### src/hw/sapll_pkg.sv
package sapll_pkg;

    // ************************************************************
    // Register map (byte offsets, byte address = word index * 4)
    // ************************************************************
    localparam logic [7:0] SAPLL_REG_CTRL   = 8'h00;
    localparam logic [7:0] SAPLL_REG_FBDIV  = 8'h04;
    localparam logic [7:0] SAPLL_REG_FNUM_L = 8'h08;
    localparam logic [7:0] SAPLL_REG_FNUM_H = 8'h0C;
    localparam logic [7:0] SAPLL_REG_FDEN   = 8'h10;
    localparam logic [7:0] SAPLL_REG_STAT   = 8'h14;
    localparam logic [7:0] SAPLL_REG_IRQ_ST = 8'h18;
    localparam logic [7:0] SAPLL_REG_IRQ_MK = 8'h1C;
    localparam logic [7:0] SAPLL_REG_ID     = 8'h20;

    // ************************************************************
    // Field positions
    // ************************************************************
    localparam int SAPLL_CTRL_DBL_BIT   = 0;
    localparam int SAPLL_CTRL_GPIO_BIT  = 1;
    localparam int SAPLL_STAT_LOCK_BIT  = 0;
    localparam int SAPLL_STAT_LOL_BIT   = 1;
    localparam int SAPLL_STAT_DONE_BIT  = 2;
    localparam int SAPLL_STAT_SRC_LSB   = 3;
    localparam int SAPLL_STAT_BADW_BIT  = 5;
    localparam int SAPLL_EV_LOL_BIT     = 0;
    localparam int SAPLL_EV_LOCK_BIT    = 1;
    localparam int SAPLL_EV_BADDIV_BIT  = 2;
    localparam int SAPLL_EV_LOADED_BIT  = 3;

    // ************************************************************
    // Widths, limits and reset values
    // ************************************************************
    localparam int SAPLL_NUM_W   = 48;
    localparam int SAPLL_DEN_W   = 16;
    localparam int SAPLL_FBDIV_W = 10;
    localparam int SAPLL_VC_W    = 12;
    localparam int SAPLL_EV_N    = 4;
    localparam logic [9:0]  SAPLL_FBDIV_MIN = 10'h07A;
    localparam logic [9:0]  SAPLL_FBDIV_MAX = 10'h230;
    localparam logic [9:0]  SAPLL_FBDIV_RST = 10'h07A;
    localparam logic [15:0] SAPLL_DEN_RST   = 16'h0001;
    localparam logic [31:0] SAPLL_ID_RST    = 32'h0000_5A01;
    // Lock window half-width in control-level codes
    localparam logic [11:0] SAPLL_LOCK_TOL  = 12'h040;

    // ************************************************************
    // Timing
    // ************************************************************
    localparam int SAPLL_CLK_MHZ      = 25;
    localparam int SAPLL_LOCK_US      = 2;
    localparam int SAPLL_LOCK_CYCLES  = SAPLL_LOCK_US * SAPLL_CLK_MHZ;

    // ************************************************************
    // Types
    // ************************************************************
    typedef enum logic [1:0] {
        SAPLL_SRC_NONE   = 2'h0,
        SAPLL_SRC_OTP    = 2'h1,
        SAPLL_SRC_EEPROM = 2'h2
    } sapll_src_t;

    typedef struct packed {
        logic                     doubler;
        logic [SAPLL_FBDIV_W-1:0] fbdiv;
        logic [SAPLL_NUM_W-1:0]   freq_num;
        logic [SAPLL_DEN_W-1:0]   freq_den;
    } sapll_cfg_t;

    typedef struct packed {
        logic       wr;
        logic       rd;
        logic [7:0] addr;
        logic [31:0] wdata;
    } sapll_bus_t;

endpackage

### src/hw/sapll_lock_det.sv
`timescale 1ns/1ps
module sapll_lock_det
    import sapll_pkg::*;
#(
    parameter int LOCK_CYCLES = SAPLL_LOCK_CYCLES
) (
    input  wire logic                     clk_i,
    input  wire logic                     resetn_i,
    input  wire logic                     restart_i,
    input  wire logic [SAPLL_VC_W-1:0]    vctrl_i,
    input  wire logic [SAPLL_VC_W-1:0]    lo_lim_i,
    input  wire logic [SAPLL_VC_W-1:0]    hi_lim_i,
    output logic                          locked_o
);
    localparam int CW = $clog2(LOCK_CYCLES + 1);

    logic [CW-1:0] cnt_r;
    logic          locked_r;
    wire           in_win = (vctrl_i >= lo_lim_i) && (vctrl_i <= hi_lim_i);
    wire           full   = (cnt_r == CW'(LOCK_CYCLES));

    // Level must stay in window for a full qualifying time before lock
    always_ff @(posedge clk_i or negedge resetn_i) begin
        if (!resetn_i) begin
            cnt_r    <= '0;
            locked_r <= 1'b0;
        end else if (restart_i || !in_win) begin
            cnt_r    <= '0;
            locked_r <= 1'b0;
        end else if (!full) begin
            cnt_r    <= cnt_r + CW'(1);
        end else begin
            locked_r <= 1'b1;
        end
    end

    assign locked_o = locked_r;
endmodule // sapll_lock_det

### src/hw/sapll_top.sv
// The address map and the plain strobed port were decided locally.
`timescale 1ns/1ps
// Functional notes
// - Frequency values held as 48-bit numerator over 16-bit denominator.
// - Control bit selects crystal directly or through the doubler.
// - Feedback divider accepts only integers 122 to 560 inclusive.
// - At reset, load settings from valid enabled OTP or EEPROM.
// - After load completes, host may rewrite configuration at any time.
// - Lock means control level inside limits derived from the configuration; the code also requires the resynchronised raw lock sense to be high.
// - Loss-of-lock alarm readable in status and routable to a GPIO.
// - Crystal-driven PLL is origin of all internal clocks.
// - Register locations fixed across all family variants.
module sapll_top
    import sapll_pkg::*;
#(
    parameter int                 LOCK_CYCLES = SAPLL_LOCK_CYCLES,
    parameter logic [31:0]        ID_VALUE    = SAPLL_ID_RST  // Arbitrary value
) (
    input  wire logic                     clk_i,
    input  wire logic                     resetn_i,
    input  wire logic [7:0]               addr_i,
    input  wire logic [31:0]              wdata_i,
    input  wire logic                     wr_i,
    input  wire logic                     rd_i,
    output logic [31:0]                   rdata_o,
    input  wire logic                     otp_en_i,
    input  wire logic                     otp_valid_i,
    input  wire sapll_pkg::sapll_cfg_t    otp_cfg_i,
    input  wire logic                     eep_en_i,
    input  wire logic                     eep_valid_i,
    input  wire logic                     eep_done_i,
    input  wire sapll_pkg::sapll_cfg_t    eep_cfg_i,
    input  wire logic                     pll_lock_raw_i,
    input  wire logic [SAPLL_VC_W-1:0]    vctrl_i,
    output sapll_pkg::sapll_cfg_t         cfg_o,
    output logic                          ref_doubler_o,
    output logic                          cfg_done_o,
    output logic                          locked_o,
    output logic                          lol_alarm_o,
    output logic                          gpio_lol_o,
    output logic                          irq_o
);
    import sapll_pkg::*;

    // ************************************************************
    // Reset-time load sequencer
    // ************************************************************
    typedef enum logic [2:0] {
        SAPLL_ST_IDLE = 3'b001,
        SAPLL_ST_WAIT = 3'b010,
        SAPLL_ST_RUN  = 3'b100
    } sapll_st_t;

    sapll_st_t   st_r, st_nxt;
    sapll_src_t  src_r, src_nxt;
    sapll_cfg_t  cfg_r, cfg_nxt;
    logic        gpio_en_r;
    logic        badw_r;
    logic [SAPLL_EV_N-1:0] ev_st_r, ev_mk_r, ev_set;
    logic [31:0] rdata_r;
    logic        lol_s1_r, lol_s2_r, lol_q_r;
    logic        locked_det;

    function automatic logic fbdiv_ok(input logic [SAPLL_FBDIV_W-1:0] v);
        fbdiv_ok = (v >= SAPLL_FBDIV_MIN) && (v <= SAPLL_FBDIV_MAX);
    endfunction

    wire use_otp = otp_en_i && otp_valid_i && fbdiv_ok(otp_cfg_i.fbdiv);
    wire use_eep = eep_en_i && eep_valid_i && fbdiv_ok(eep_cfg_i.fbdiv);

    always_comb begin
        st_nxt  = st_r;
        src_nxt = src_r;
        case (st_r)
            SAPLL_ST_IDLE: begin
                if (use_otp) begin
                    src_nxt = SAPLL_SRC_OTP;
                    st_nxt  = SAPLL_ST_RUN;
                end else if (eep_en_i) begin
                    st_nxt  = SAPLL_ST_WAIT;
                end else begin
                    src_nxt = SAPLL_SRC_NONE;
                    st_nxt  = SAPLL_ST_RUN;
                end
            end
            SAPLL_ST_WAIT: begin
                // No timeout: an EEPROM that never finishes holds the block here
                if (eep_done_i) begin
                    src_nxt = use_eep ? SAPLL_SRC_EEPROM : SAPLL_SRC_NONE;
                    st_nxt  = SAPLL_ST_RUN;
                end
            end
            SAPLL_ST_RUN: st_nxt = SAPLL_ST_RUN;
            default:      st_nxt = SAPLL_ST_IDLE;
        endcase
    end

    wire running   = (st_r == SAPLL_ST_RUN);
    wire load_now  = (st_r != SAPLL_ST_RUN) && (st_nxt == SAPLL_ST_RUN);

    // ************************************************************
    // Register write decode
    // ************************************************************
    // host writes only after the load completes
    wire wr_ok     = wr_i && running;
    // fixed offsets, same on every variant
    wire wr_ctrl   = wr_ok && (addr_i == SAPLL_REG_CTRL);
    wire wr_fbdiv  = wr_ok && (addr_i == SAPLL_REG_FBDIV);
    wire wr_numl   = wr_ok && (addr_i == SAPLL_REG_FNUM_L);
    wire wr_numh   = wr_ok && (addr_i == SAPLL_REG_FNUM_H);
    wire wr_den    = wr_ok && (addr_i == SAPLL_REG_FDEN);
    wire wr_irqst  = wr_ok && (addr_i == SAPLL_REG_IRQ_ST);
    wire wr_irqmk  = wr_ok && (addr_i == SAPLL_REG_IRQ_MK);
    wire fb_in_rng = fbdiv_ok(wdata_i[SAPLL_FBDIV_W-1:0]);
    wire fb_bad    = wr_fbdiv && !fb_in_rng;

    always_comb begin
        cfg_nxt = cfg_r;
        if (load_now && use_otp) begin
            cfg_nxt = otp_cfg_i;
        end else if (load_now && (st_r == SAPLL_ST_WAIT) && use_eep) begin
            cfg_nxt = eep_cfg_i;
        end
        if (wr_ctrl) begin
            cfg_nxt.doubler = wdata_i[SAPLL_CTRL_DBL_BIT];
        end
        if (wr_fbdiv && fb_in_rng) begin
            cfg_nxt.fbdiv = wdata_i[SAPLL_FBDIV_W-1:0];
        end
        if (wr_numl) begin
            cfg_nxt.freq_num[31:0] = wdata_i;
        end
        if (wr_numh) begin
            cfg_nxt.freq_num[SAPLL_NUM_W-1:32] = wdata_i[15:0];
        end
        if (wr_den) begin
            cfg_nxt.freq_den = wdata_i[SAPLL_DEN_W-1:0];
        end
    end

    // ************************************************************
    // State and configuration registers
    // ************************************************************
    // every register runs on the one crystal-derived clock
    always_ff @(posedge clk_i or negedge resetn_i) begin
        if (!resetn_i) begin
            st_r     <= SAPLL_ST_IDLE;
            src_r    <= SAPLL_SRC_NONE;
            cfg_r    <= '{doubler: 1'b0, fbdiv: SAPLL_FBDIV_RST,
                          freq_num: '0, freq_den: SAPLL_DEN_RST};
        end else begin
            st_r     <= st_nxt;
            src_r    <= src_nxt;
            cfg_r    <= cfg_nxt;
        end
    end

    always_ff @(posedge clk_i or negedge resetn_i) begin
        if (!resetn_i) begin
            gpio_en_r <= 1'b0;
            badw_r    <= 1'b0;
        end else begin
            if (wr_ctrl) begin
                gpio_en_r <= wdata_i[SAPLL_CTRL_GPIO_BIT];
            end
            if (wr_fbdiv) begin
                badw_r <= fb_bad;
            end
        end
    end

    // ************************************************************
    // Lock detection
    // ************************************************************
    // window centred on a level derived from divider and doubler
    wire [SAPLL_VC_W-1:0] vc_centre = SAPLL_VC_W'({cfg_r.fbdiv, 1'b0})
                                      + SAPLL_VC_W'(cfg_r.doubler);
    wire [SAPLL_VC_W-1:0] lo_lim    = (vc_centre > SAPLL_LOCK_TOL) ?
                                      vc_centre - SAPLL_LOCK_TOL : '0;
    wire [SAPLL_VC_W-1:0] hi_lim    = vc_centre + SAPLL_LOCK_TOL;
    wire                  reconfig  = wr_ctrl || (wr_fbdiv && fb_in_rng) || load_now;

    sapll_lock_det #(
        .LOCK_CYCLES (LOCK_CYCLES)
    ) u_lock (
        .clk_i       (clk_i),
        .resetn_i    (resetn_i),
        .restart_i   (reconfig || !running),
        .vctrl_i     (vctrl_i),
        .lo_lim_i    (lo_lim),
        .hi_lim_i    (hi_lim),
        .locked_o    (locked_det)
    );

    // Reset to unlocked so the alarm stands until lock is proven
    // unlock raw sense resynchronised; alarm whenever unlocked
    always_ff @(posedge clk_i or negedge resetn_i) begin
        if (!resetn_i) begin
            lol_s1_r <= 1'b1;
            lol_s2_r <= 1'b1;
            lol_q_r  <= 1'b1;
        end else begin
            lol_s1_r <= !pll_lock_raw_i;
            lol_s2_r <= lol_s1_r;
            lol_q_r  <= lol_s2_r || !locked_det;
        end
    end

    // ************************************************************
    // Interrupts
    // ************************************************************
    logic lol_d_r;
    always_ff @(posedge clk_i or negedge resetn_i) begin
        if (!resetn_i) begin
            lol_d_r <= 1'b1;
        end else begin
            lol_d_r <= lol_q_r;
        end
    end

    assign ev_set[SAPLL_EV_LOL_BIT]    = lol_q_r && !lol_d_r;
    assign ev_set[SAPLL_EV_LOCK_BIT]   = !lol_q_r && lol_d_r;
    assign ev_set[SAPLL_EV_BADDIV_BIT] = fb_bad;
    assign ev_set[SAPLL_EV_LOADED_BIT] = load_now;

    // Set wins over write-one-to-clear
    wire [SAPLL_EV_N-1:0] ev_clr = wr_irqst ? wdata_i[SAPLL_EV_N-1:0] : '0;

    // Per-bit sticky status
    for (genvar gi = 0; gi < SAPLL_EV_N; gi++) begin : g_ev_st
        always_ff @(posedge clk_i or negedge resetn_i) begin
            if (!resetn_i) begin
                ev_st_r[gi] <= 1'b0;
            end else if (ev_set[gi]) begin
                ev_st_r[gi] <= 1'b1;
            end else if (ev_clr[gi]) begin
                ev_st_r[gi] <= 1'b0;
            end
        end
    end

    // Mask register, same layout as status
    always_ff @(posedge clk_i or negedge resetn_i) begin
        if (!resetn_i) begin
            ev_mk_r <= '0;
        end else if (wr_irqmk) begin
            ev_mk_r <= wdata_i[SAPLL_EV_N-1:0];
        end
    end

    // ************************************************************
    // Read path
    // ************************************************************
    logic [31:0] rd_mux;
    always_comb begin
        rd_mux = 32'h0000_0000;
        case (addr_i)
            SAPLL_REG_CTRL:   rd_mux = {30'h0, gpio_en_r, cfg_r.doubler};
            SAPLL_REG_FBDIV:  rd_mux = {22'h0, cfg_r.fbdiv};
            SAPLL_REG_FNUM_L: rd_mux = cfg_r.freq_num[31:0];
            SAPLL_REG_FNUM_H: rd_mux = {16'h0, cfg_r.freq_num[SAPLL_NUM_W-1:32]};
            SAPLL_REG_FDEN:   rd_mux = {16'h0, cfg_r.freq_den};
            SAPLL_REG_STAT:   rd_mux = {26'h0, badw_r, src_r, running,
                                        lol_q_r, !lol_q_r};
            SAPLL_REG_IRQ_ST: rd_mux = {28'h0, ev_st_r};
            SAPLL_REG_IRQ_MK: rd_mux = {28'h0, ev_mk_r};
            SAPLL_REG_ID:     rd_mux = ID_VALUE;
            default:          rd_mux = 32'h0000_0000;
        endcase
    end

    // Zero outside the answer cycle, so a stale word is never taken
    always_ff @(posedge clk_i or negedge resetn_i) begin
        if (!resetn_i) begin
            rdata_r <= 32'h0000_0000;
        end else if (rd_i) begin
            rdata_r <= rd_mux;
        end else begin
            rdata_r <= 32'h0000_0000;
        end
    end

    // ************************************************************
    // Outputs
    // ************************************************************
    assign rdata_o       = rdata_r;
    assign cfg_o         = cfg_r;
    assign ref_doubler_o = cfg_r.doubler;
    assign cfg_done_o    = running;
    assign locked_o      = !lol_q_r;
    assign lol_alarm_o   = lol_q_r;
    assign gpio_lol_o    = gpio_en_r & lol_q_r;
    assign irq_o         = |(ev_st_r & ev_mk_r);
endmodule // sapll_top

### config.mk
export PLATFORM = sky130hd
export DESIGN_NAME = sapll_top
export DESIGN_NICKNAME = d
export VERILOG_FILES = /design/src/hw/sapll_pkg.sv /design/src/hw/sapll_lock_det.sv /design/src/hw/sapll_top.sv
export SDC_FILE = /design/constraint.sdc
export NUM_CORES = 1
export LEC_CHECK = 0
export BUFFER_PORTS_ARGS = -buffer_cell sky130_fd_sc_hd__buf_2
export CAP_MARGIN = 20
export CORE_MARGIN = 3
export CORE_UTILIZATION = 39
export DETAILED_ROUTE_END_ITERATION = 10
export HOLD_SLACK_MARGIN = 0.03
export PLACE_DENSITY = 0.75
export SLEW_MARGIN = 10
export SYNTH_ARGS = -nofsm -noshare
export SYNTH_HDL_FRONTEND = slang
export SYNTH_SLANG_ARGS = --single-unit
### constraint.sdc
create_clock -name clk_i -period 5.5 [get_ports clk_i]
set_input_delay 1.1 -clock clk_i [delete_from_list [all_inputs] [get_ports clk_i]]
set_output_delay 1.1 -clock clk_i [all_outputs]
set_load 0.05 [all_outputs]
==> impl_metrics.env, run 1 <==
export IMPL_r2r_start="cfg_o[69]"
export IMPL_antenna_left=0
export IMPL_cts_resized=0
export IMPL_fp_dieH_um=143.9
export IMPL_grt_usage_pct=27.54
export IMPL_fin_hold_ws_ps=358.8
export IMPL_clockPowerShare_pct=23.7
export IMPL_postLayoutCellArea_um2=9824
export IMPL_path_max_fanout=17
export IMPL_setup_violations_final=0
export IMPL_drive_gt1_share_pct=35.59
export IMPL_cts_max_level=4
export IMPL_antenna_found_initial=4
export IMPL_slew_violations=0
export IMPL_required_ps=5790
export IMPL_power_leakage_nw=4.996
export IMPL_dp_final_hpwl_um=21810
export IMPL_clk_path_buf_depth=2
export IMPL_crit_type="primary input to register"
export IMPL_switching_share_pct=46.88
export IMPL_synth_cell_type_count=57
export IMPL_clock_latency_ps=420
export IMPL_dieArea_um2=20700
export IMPL_vias=7845
export IMPL_grt_pass1_vias=7582
export IMPL_tritoncts="built"
export IMPL_fmax_mhz=266.4
export IMPL_cts_buffers=17
export IMPL_area_delta_synth_final_pct=32.55
export IMPL_gr_total_overflow=0
export IMPL_holdCritPathClass="register to register"
export IMPL_synth_edf_count=0
export IMPL_fin_skew_ps=11.82
export IMPL_rsz0062_at_grt="false"
export IMPL_critPathLaunchType="primary input"
export IMPL_slowest_delay_ps=750
export IMPL_cts_hold_buffers=0
export IMPL_die_w_um=143.9
export IMPL_crit_path_frequent_cell="and2_1"
export IMPL_arrival_ps=4050
export IMPL_crit_chain="buf_2, nor4_2, and2_1, and2_1, nor2_1, buf_6, a221o_1"
export IMPL_worst_pin_slew_ps=1112
export IMPL_slew_headroom_pct=25.87
export IMPL_pre_cts_ws_ps=1369
export IMPL_synth_seq_cells=133
export IMPL_slowest_stage="and2_1"
export IMPL_coreArea_um2=18330
export IMPL_dr_pass1_iters=5
export IMPL_clk_pin_slew_ps=60
export IMPL_postLayoutSetupSlackWorst_ps=1747
export IMPL_seq_area_frac_synth_pct=45.09
export IMPL_synthFlopType="dfrtp_1"
export IMPL_wl_per_cell_um=21.99
export IMPL_hold_path_startpoint="lol_s1_r"
export IMPL_synth_warning_count=0
export IMPL_syn_avg_cell_area_um2=9.335
export IMPL_p_int_mw=2.720
export IMPL_syn_area_um2=7412
export IMPL_io_buffers=324
export IMPL_drc_errors=0
export IMPL_synthArstFlopShare_pct=100.0
export IMPL_syn_inst=794
export IMPL_dpl_instance_area_um2=9173
export IMPL_combPwrFrac_pct=44.1
export IMPL_ir_drop_mv=0.3062
export IMPL_grt_max_degree=83
export IMPL_ios=325
export IMPL_clkSinkCount=133
export IMPL_grt_pass1_wl_um=43190
export IMPL_worstSetupStartpoint="addr_i[3]"
export IMPL_p_per_area_nw_per_um2=521.3
export IMPL_routabilityCongestion=0.9104
export IMPL_nets=1335
export IMPL_end_kind="register"
export IMPL_min_period_ps=3753
export IMPL_drt_iter0_drc=685
export IMPL_finalWirelength_um=29420
export IMPL_start_util_pct=40.43
export IMPL_clockRootBuffer="clkbuf_16"
export IMPL_seqPwrFrac_pct=32.3
export IMPL_fin_tns_setup_ps=0
export IMPL_synth_nets=1035
export IMPL_hold_violations=0
export IMPL_max_cap_violations=0
export IMPL_cts_setup_buffers=0
export IMPL_rows=49
export IMPL_p_sw_mw=2.401
export IMPL_viasPerCell=5.863
export IMPL_period_share_pct=68.24
export IMPL_status="completed"
-- layout by cell type (no fill, tap or decap), types with 12 or more instances in the layout --
| cell type | synthesis | layout |
|---|---|---|
| a21oi_1 | 90 | 89 |
| a221o_1 | 72 | 72 |
| a22oi_1 | 13 | 13 |
| and3_1 | 19 | 19 |
| buf_2 | 16 | 323 |
| buf_4 | 2 | 13 |
| clkbuf_16 | 0 | 17 |
| dfrtp_1 | 122 | 122 |
| ha_1 | 29 | 29 |
| inv_1 | 18 | 18 |
| nand2_1 | 176 | 176 |
| nand3_1 | 12 | 12 |
| nor2_1 | 24 | 23 |
-- metal layers --
| layer | vias to the layer above | share of wire, % | GRT usage (%) |
|---|---|---|---|
| met5 | - | 0.054 | 0 |
| met4 | 4 | 2.5 | 9.514 |
| met3 | 65 | 7.7 | 6.156 |
| met2 | 402 | 49 | 44.71 |
| met1 | 3805 | 41 | 36.45 |
| li1 | 3569 | - | - |
-- power groups by stage --
| stage | logic [mW] | registers [mW] | clock network (mW) |
|---|---|---|---|
| 6_report | 2.26 | 1.65 | 1.21 |
| 5_1_grt | 2.41 | 1.69 | 1.27 |
| 4_1_cts | 2.27 | 1.64 | 1.22 |
| 3_5_place_dp | 2.26 | 1.65 | 0 |
| 3_3_place_gp | 2.22 | 1.65 | 0 |
| 2_1_floorplan | 0.769 | 2.43 | 0 |
-- stage by stage --
| step | power [mW] | std cells | util (%) |
|---|---|---|---|
| finish | 5.122 | 1338 | 53.59 |
| global route | 5.366 | 1338 | 53.59 |
| CTS | 5.133 | 1334 | 53.46 |
| detailed placement | 3.913 | 1302 | 50.04 |
| global placement | 3.873 | 1302 | 50.04 |
| floorplan | 3.195 | 794 | - |
-- critical path: cells and delay by family --
family / cells / cell delay, ps
compound gates: 1 / 310
buf+inv: 2 / 380
simple gates: 4 / 2230
-- cell usage after synthesis (4+ instances only) --
master	instances	area [um^2]
nand2_1	176	660.6
dfrtp_1	122	3053
a21oi_1	90	450.4
a221o_1	72	720.7
clkbuf_1	35	131.4
ha_1	29	362.9
nor2_1	24	90.09
and3_1	19	118.9
inv_1	18	67.56
buf_2	16	80.08
a22oi_1	13	97.59
nand3_1	12	60.06
dfstp_2	11	289.0
nor3_1	11	55.05
a222oi_1	10	100.1
and2_1	8	50.05
o211ai_1	8	60.06
a21o_1	7	52.55
o21ai_0	7	35.03
a31oi_1	6	37.54
nand2b_1	6	37.54
nand4_1	6	37.54
xor2_1	6	52.55
a221oi_1	5	43.79
and4b_1	5	50.05
nor4_1	5	31.28
a22o_1	4	35.03
mux2_2	4	45.04
mux2i_1	4	40.04
nor2b_1	4	25.02
xnor2_1	4	35.03
-- flip-flops by register name, summed over array words and instances (netlist names), 2 cells and up --
signal / flops
st_r: 3
cfg_o: 74
src_r: 2
rdata_o: 32
u_lock.cnt_r: 6
ev_st_r: 4
ev_mk_r: 4
-- cells by family (layout without fill, tap and decap cells) --
kind of cell,after synthesis,count (layout),synth area share (%)
AO/OA/AOI/OAI,244,244,24.41
XOR/XNOR,10,10,1.182
other,0,2,0
multiplexers,8,8,1.148
AND/OR/NAND/NOR,294,294,18.75
flip-flops,133,133,45.09
buffers and inverters,76,389,4.524
adder cells (fa/ha/maj),29,29,4.895
-- area by class of cell --
| class | instances | area (um^2) |
|---|---|---|
| tap | 229 | 286.5 |
| sequential | 133 | 3342 |
| timing repair buffer | 339 | 1744 |
| inverter | 18 | 67.56 |
| fill | 1648 | 8507 |
| multi-input combinational | 585 | 3751 |
| antenna | 2 | 5.005 |
| clock buffer | 18 | 429.2 |
| clock inverter | 14 | 198.9 |
-- path summary, 6_finish.rpt --
check	slack (ps)	endpoint	cells after the start
max in group asynchronous	3630	cfg_o[73]	2
min reg2reg	360	lol_s2_r	0
min in group asynchronous	730	rdata_o[2]	1
max	1750	cfg_o[13]	7
max reg2reg	1930	u_lock.cnt_r[1]	11
min	360	lol_s2_r	0
No activity file was read; power rests on OpenSTA's default activity.
==> inputs of run 2 (changes only) <==
Clock period 5.5 ns to 3.6 ns, I/O delays scaled along.
==> impl_metrics.env, run 2 (synthesis gave the netlist of run 1 again) <==
export IMPL_grt_pass1_wl_um=43660
export IMPL_dr_pass1_iters=5
export IMPL_layout_common_cells="buf_2, nand2_1, dfrtp_1, a21oi_1, a221o_1"
export IMPL_fin_tns_setup_ps=0
export IMPL_viasPerCell=5.877
export IMPL_power_leakage_nw=5.096
export IMPL_dieArea_um2=20700
export IMPL_fin_skew_ps=10.21
export IMPL_hold_violations=0
export IMPL_fmax_mhz=310.0
export IMPL_grt_pass1_vias=7737
export IMPL_cts_max_level=4
export IMPL_clockRootBuffer="clkbuf_16"
export IMPL_clkSinkCount=133
export IMPL_r2r_slack_ps=370
export IMPL_vias=7910
export IMPL_drc_errors=0
export IMPL_end_kind="register"
export IMPL_finalWirelength_um=29190
export IMPL_final_common_cell="buf_2"
export IMPL_start_util_pct=40.43
export IMPL_arrival_ps=3510
export IMPL_area_delta_synth_final_pct=34.67
export IMPL_wl_met3_um=2493
export IMPL_grt_usage_pct=27.57
export IMPL_slew_headroom_pct=50.27
export IMPL_drive_gt1_share_pct=36.29
export IMPL_wl_per_cell_um=21.68
export IMPL_path_max_fanout=10
export IMPL_max_cap_violations=0
export IMPL_grt_max_degree=73
export IMPL_wl_met1_um=11620
export IMPL_io_buffers=324
export IMPL_setup_violations_final=0
export IMPL_die_w_um=143.9
export IMPL_slew_violations=0
export IMPL_antenna_left=0
export IMPL_worstRegToRegCells=11
export IMPL_tritoncts="built"
export IMPL_status="completed"
export IMPL_r2r_start="cfg_o[69]"
export IMPL_worst_pin_slew_ps=743.2
export IMPL_routabilityCongestion=0.9457
export IMPL_ir_drop_mv=0.5052
export IMPL_cts_hold_buffers=0
export IMPL_ios=325
export IMPL_crit_type="register to register"
export IMPL_drt_iter0_drc=575
export IMPL_largest_reg_flops=74
export IMPL_required_ps=3880
export IMPL_worstReg2RegEnd="u_lock.cnt_r[2]"
export IMPL_dp_final_hpwl_um=22130
export IMPL_antenna_found_initial=0
export IMPL_clk_path_buf_depth=2
export IMPL_cts_buffers=17
export IMPL_seq_area_um2=3342
export IMPL_fp_dieH_um=143.9
export IMPL_nets=1344
export IMPL_gr_total_overflow=0
export IMPL_dr_wl_met2_um=14400
export IMPL_min_period_ps=3226
export IMPL_period_share_pct=89.60
export IMPL_rsz0062_at_grt="false"
export IMPL_coreArea_um2=18330
export IMPL_p_per_area_nw_per_um2=796.3
export IMPL_clk_pin_slew_ps=60
export IMPL_clock_latency_ps=420
export IMPL_holdCritPathClass="primary input to asynchronous set/reset pin"
export IMPL_rows=49
export IMPL_multiInputGateArea_um2=3754
export IMPL_fill_cells=1659
export IMPL_fin_hold_ws_ps=309.7
export IMPL_top_layer_used="met4"
export IMPL_critPathLaunchType="register"
## run 2: cell count changes in the layout (fill, tap and decap cells not counted), sizes merged
cell,change
buf,+10
bufinv,+1
clkbuf,-1
clkinvlp,-3
diode,-1
inv,+2
## run 2: timing repair
item,in CTS,in global routing
setup endpoints to repair,0,7
gates resized for setup,0,1
buffers inserted,0,0
## run 2: critical path: stages (launching register included)
cell and delay (ps):
dfstp_2 630, inv_1 100, ha_1 250, a31oi_1 170
nand2b_2 250, nand2_1 80, ha_1 300, a2111oi_0 400
o221ai_1 200, a221o_1 340, nand4b_1 250, nor4_1 100
## run 2: worst max path at each step
stage                   start              end  slack [ps]  cells after the start
finish              cfg_o[69]  u_lock.cnt_r[2]         370                     11
CTS                 cfg_o[69]  u_lock.cnt_r[0]         280                     11
detailed placement  cfg_o[69]  u_lock.cnt_r[0]         320                     11
floorplan           cfg_o[69]  u_lock.cnt_r[2]         330                     12
global route        cfg_o[69]  u_lock.cnt_r[2]          50                     11
global placement    cfg_o[69]  u_lock.cnt_r[2]         390                     11
## run 2: layout make-up
class,instances,share of cell area (%)
clock buffer,18,4.400
inverter,18,0.6769
sequential,133,33.48
clock inverter,14,2.206
multi-input combinational,585,37.60
antenna,1,0.02507
timing repair buffer,348,18.74
tap,229,2.870
## run 2: stage by stage
step	setup WS, ps	instance area [um^2]	cells	utilization (%)	power, mW
after global placement	386.5	9318	1313	50.83	5.942
after detailed placement	316.5	9318	1313	50.83	5.993
after floorplan	326.4	7412	794	-	4.882
after global routing	45.80	9980	1345	54.44	8.319
final	374.5	9982	1346	54.45	7.949
after CTS	278.4	9977	1345	54.43	7.959
## run 2: report_power, final
part | total [mW] | switching [mW] | internal (mW) | leakage (nW)
Sequential | 2.47 | 0.520 | 1.95 | 1.72
Clock | 1.95 | 0.688 | 1.26 | 0.322
Combinational | 3.53 | 2.46 | 1.07 | 3.06
Total | 7.95 | 3.67 | 4.28 | 5.10
## run 2: routing by layer
| layer | global-route usage [%] | vias up |
|---|---|---|
| met5 | 0 | - |
| met4 | 8.672 | 0 |
| met2 | 45.76 | 425 |
| met1 | 35.89 | 3837 |
| met3 | 6.290 | 48 |
| li1 | - | 3600 |
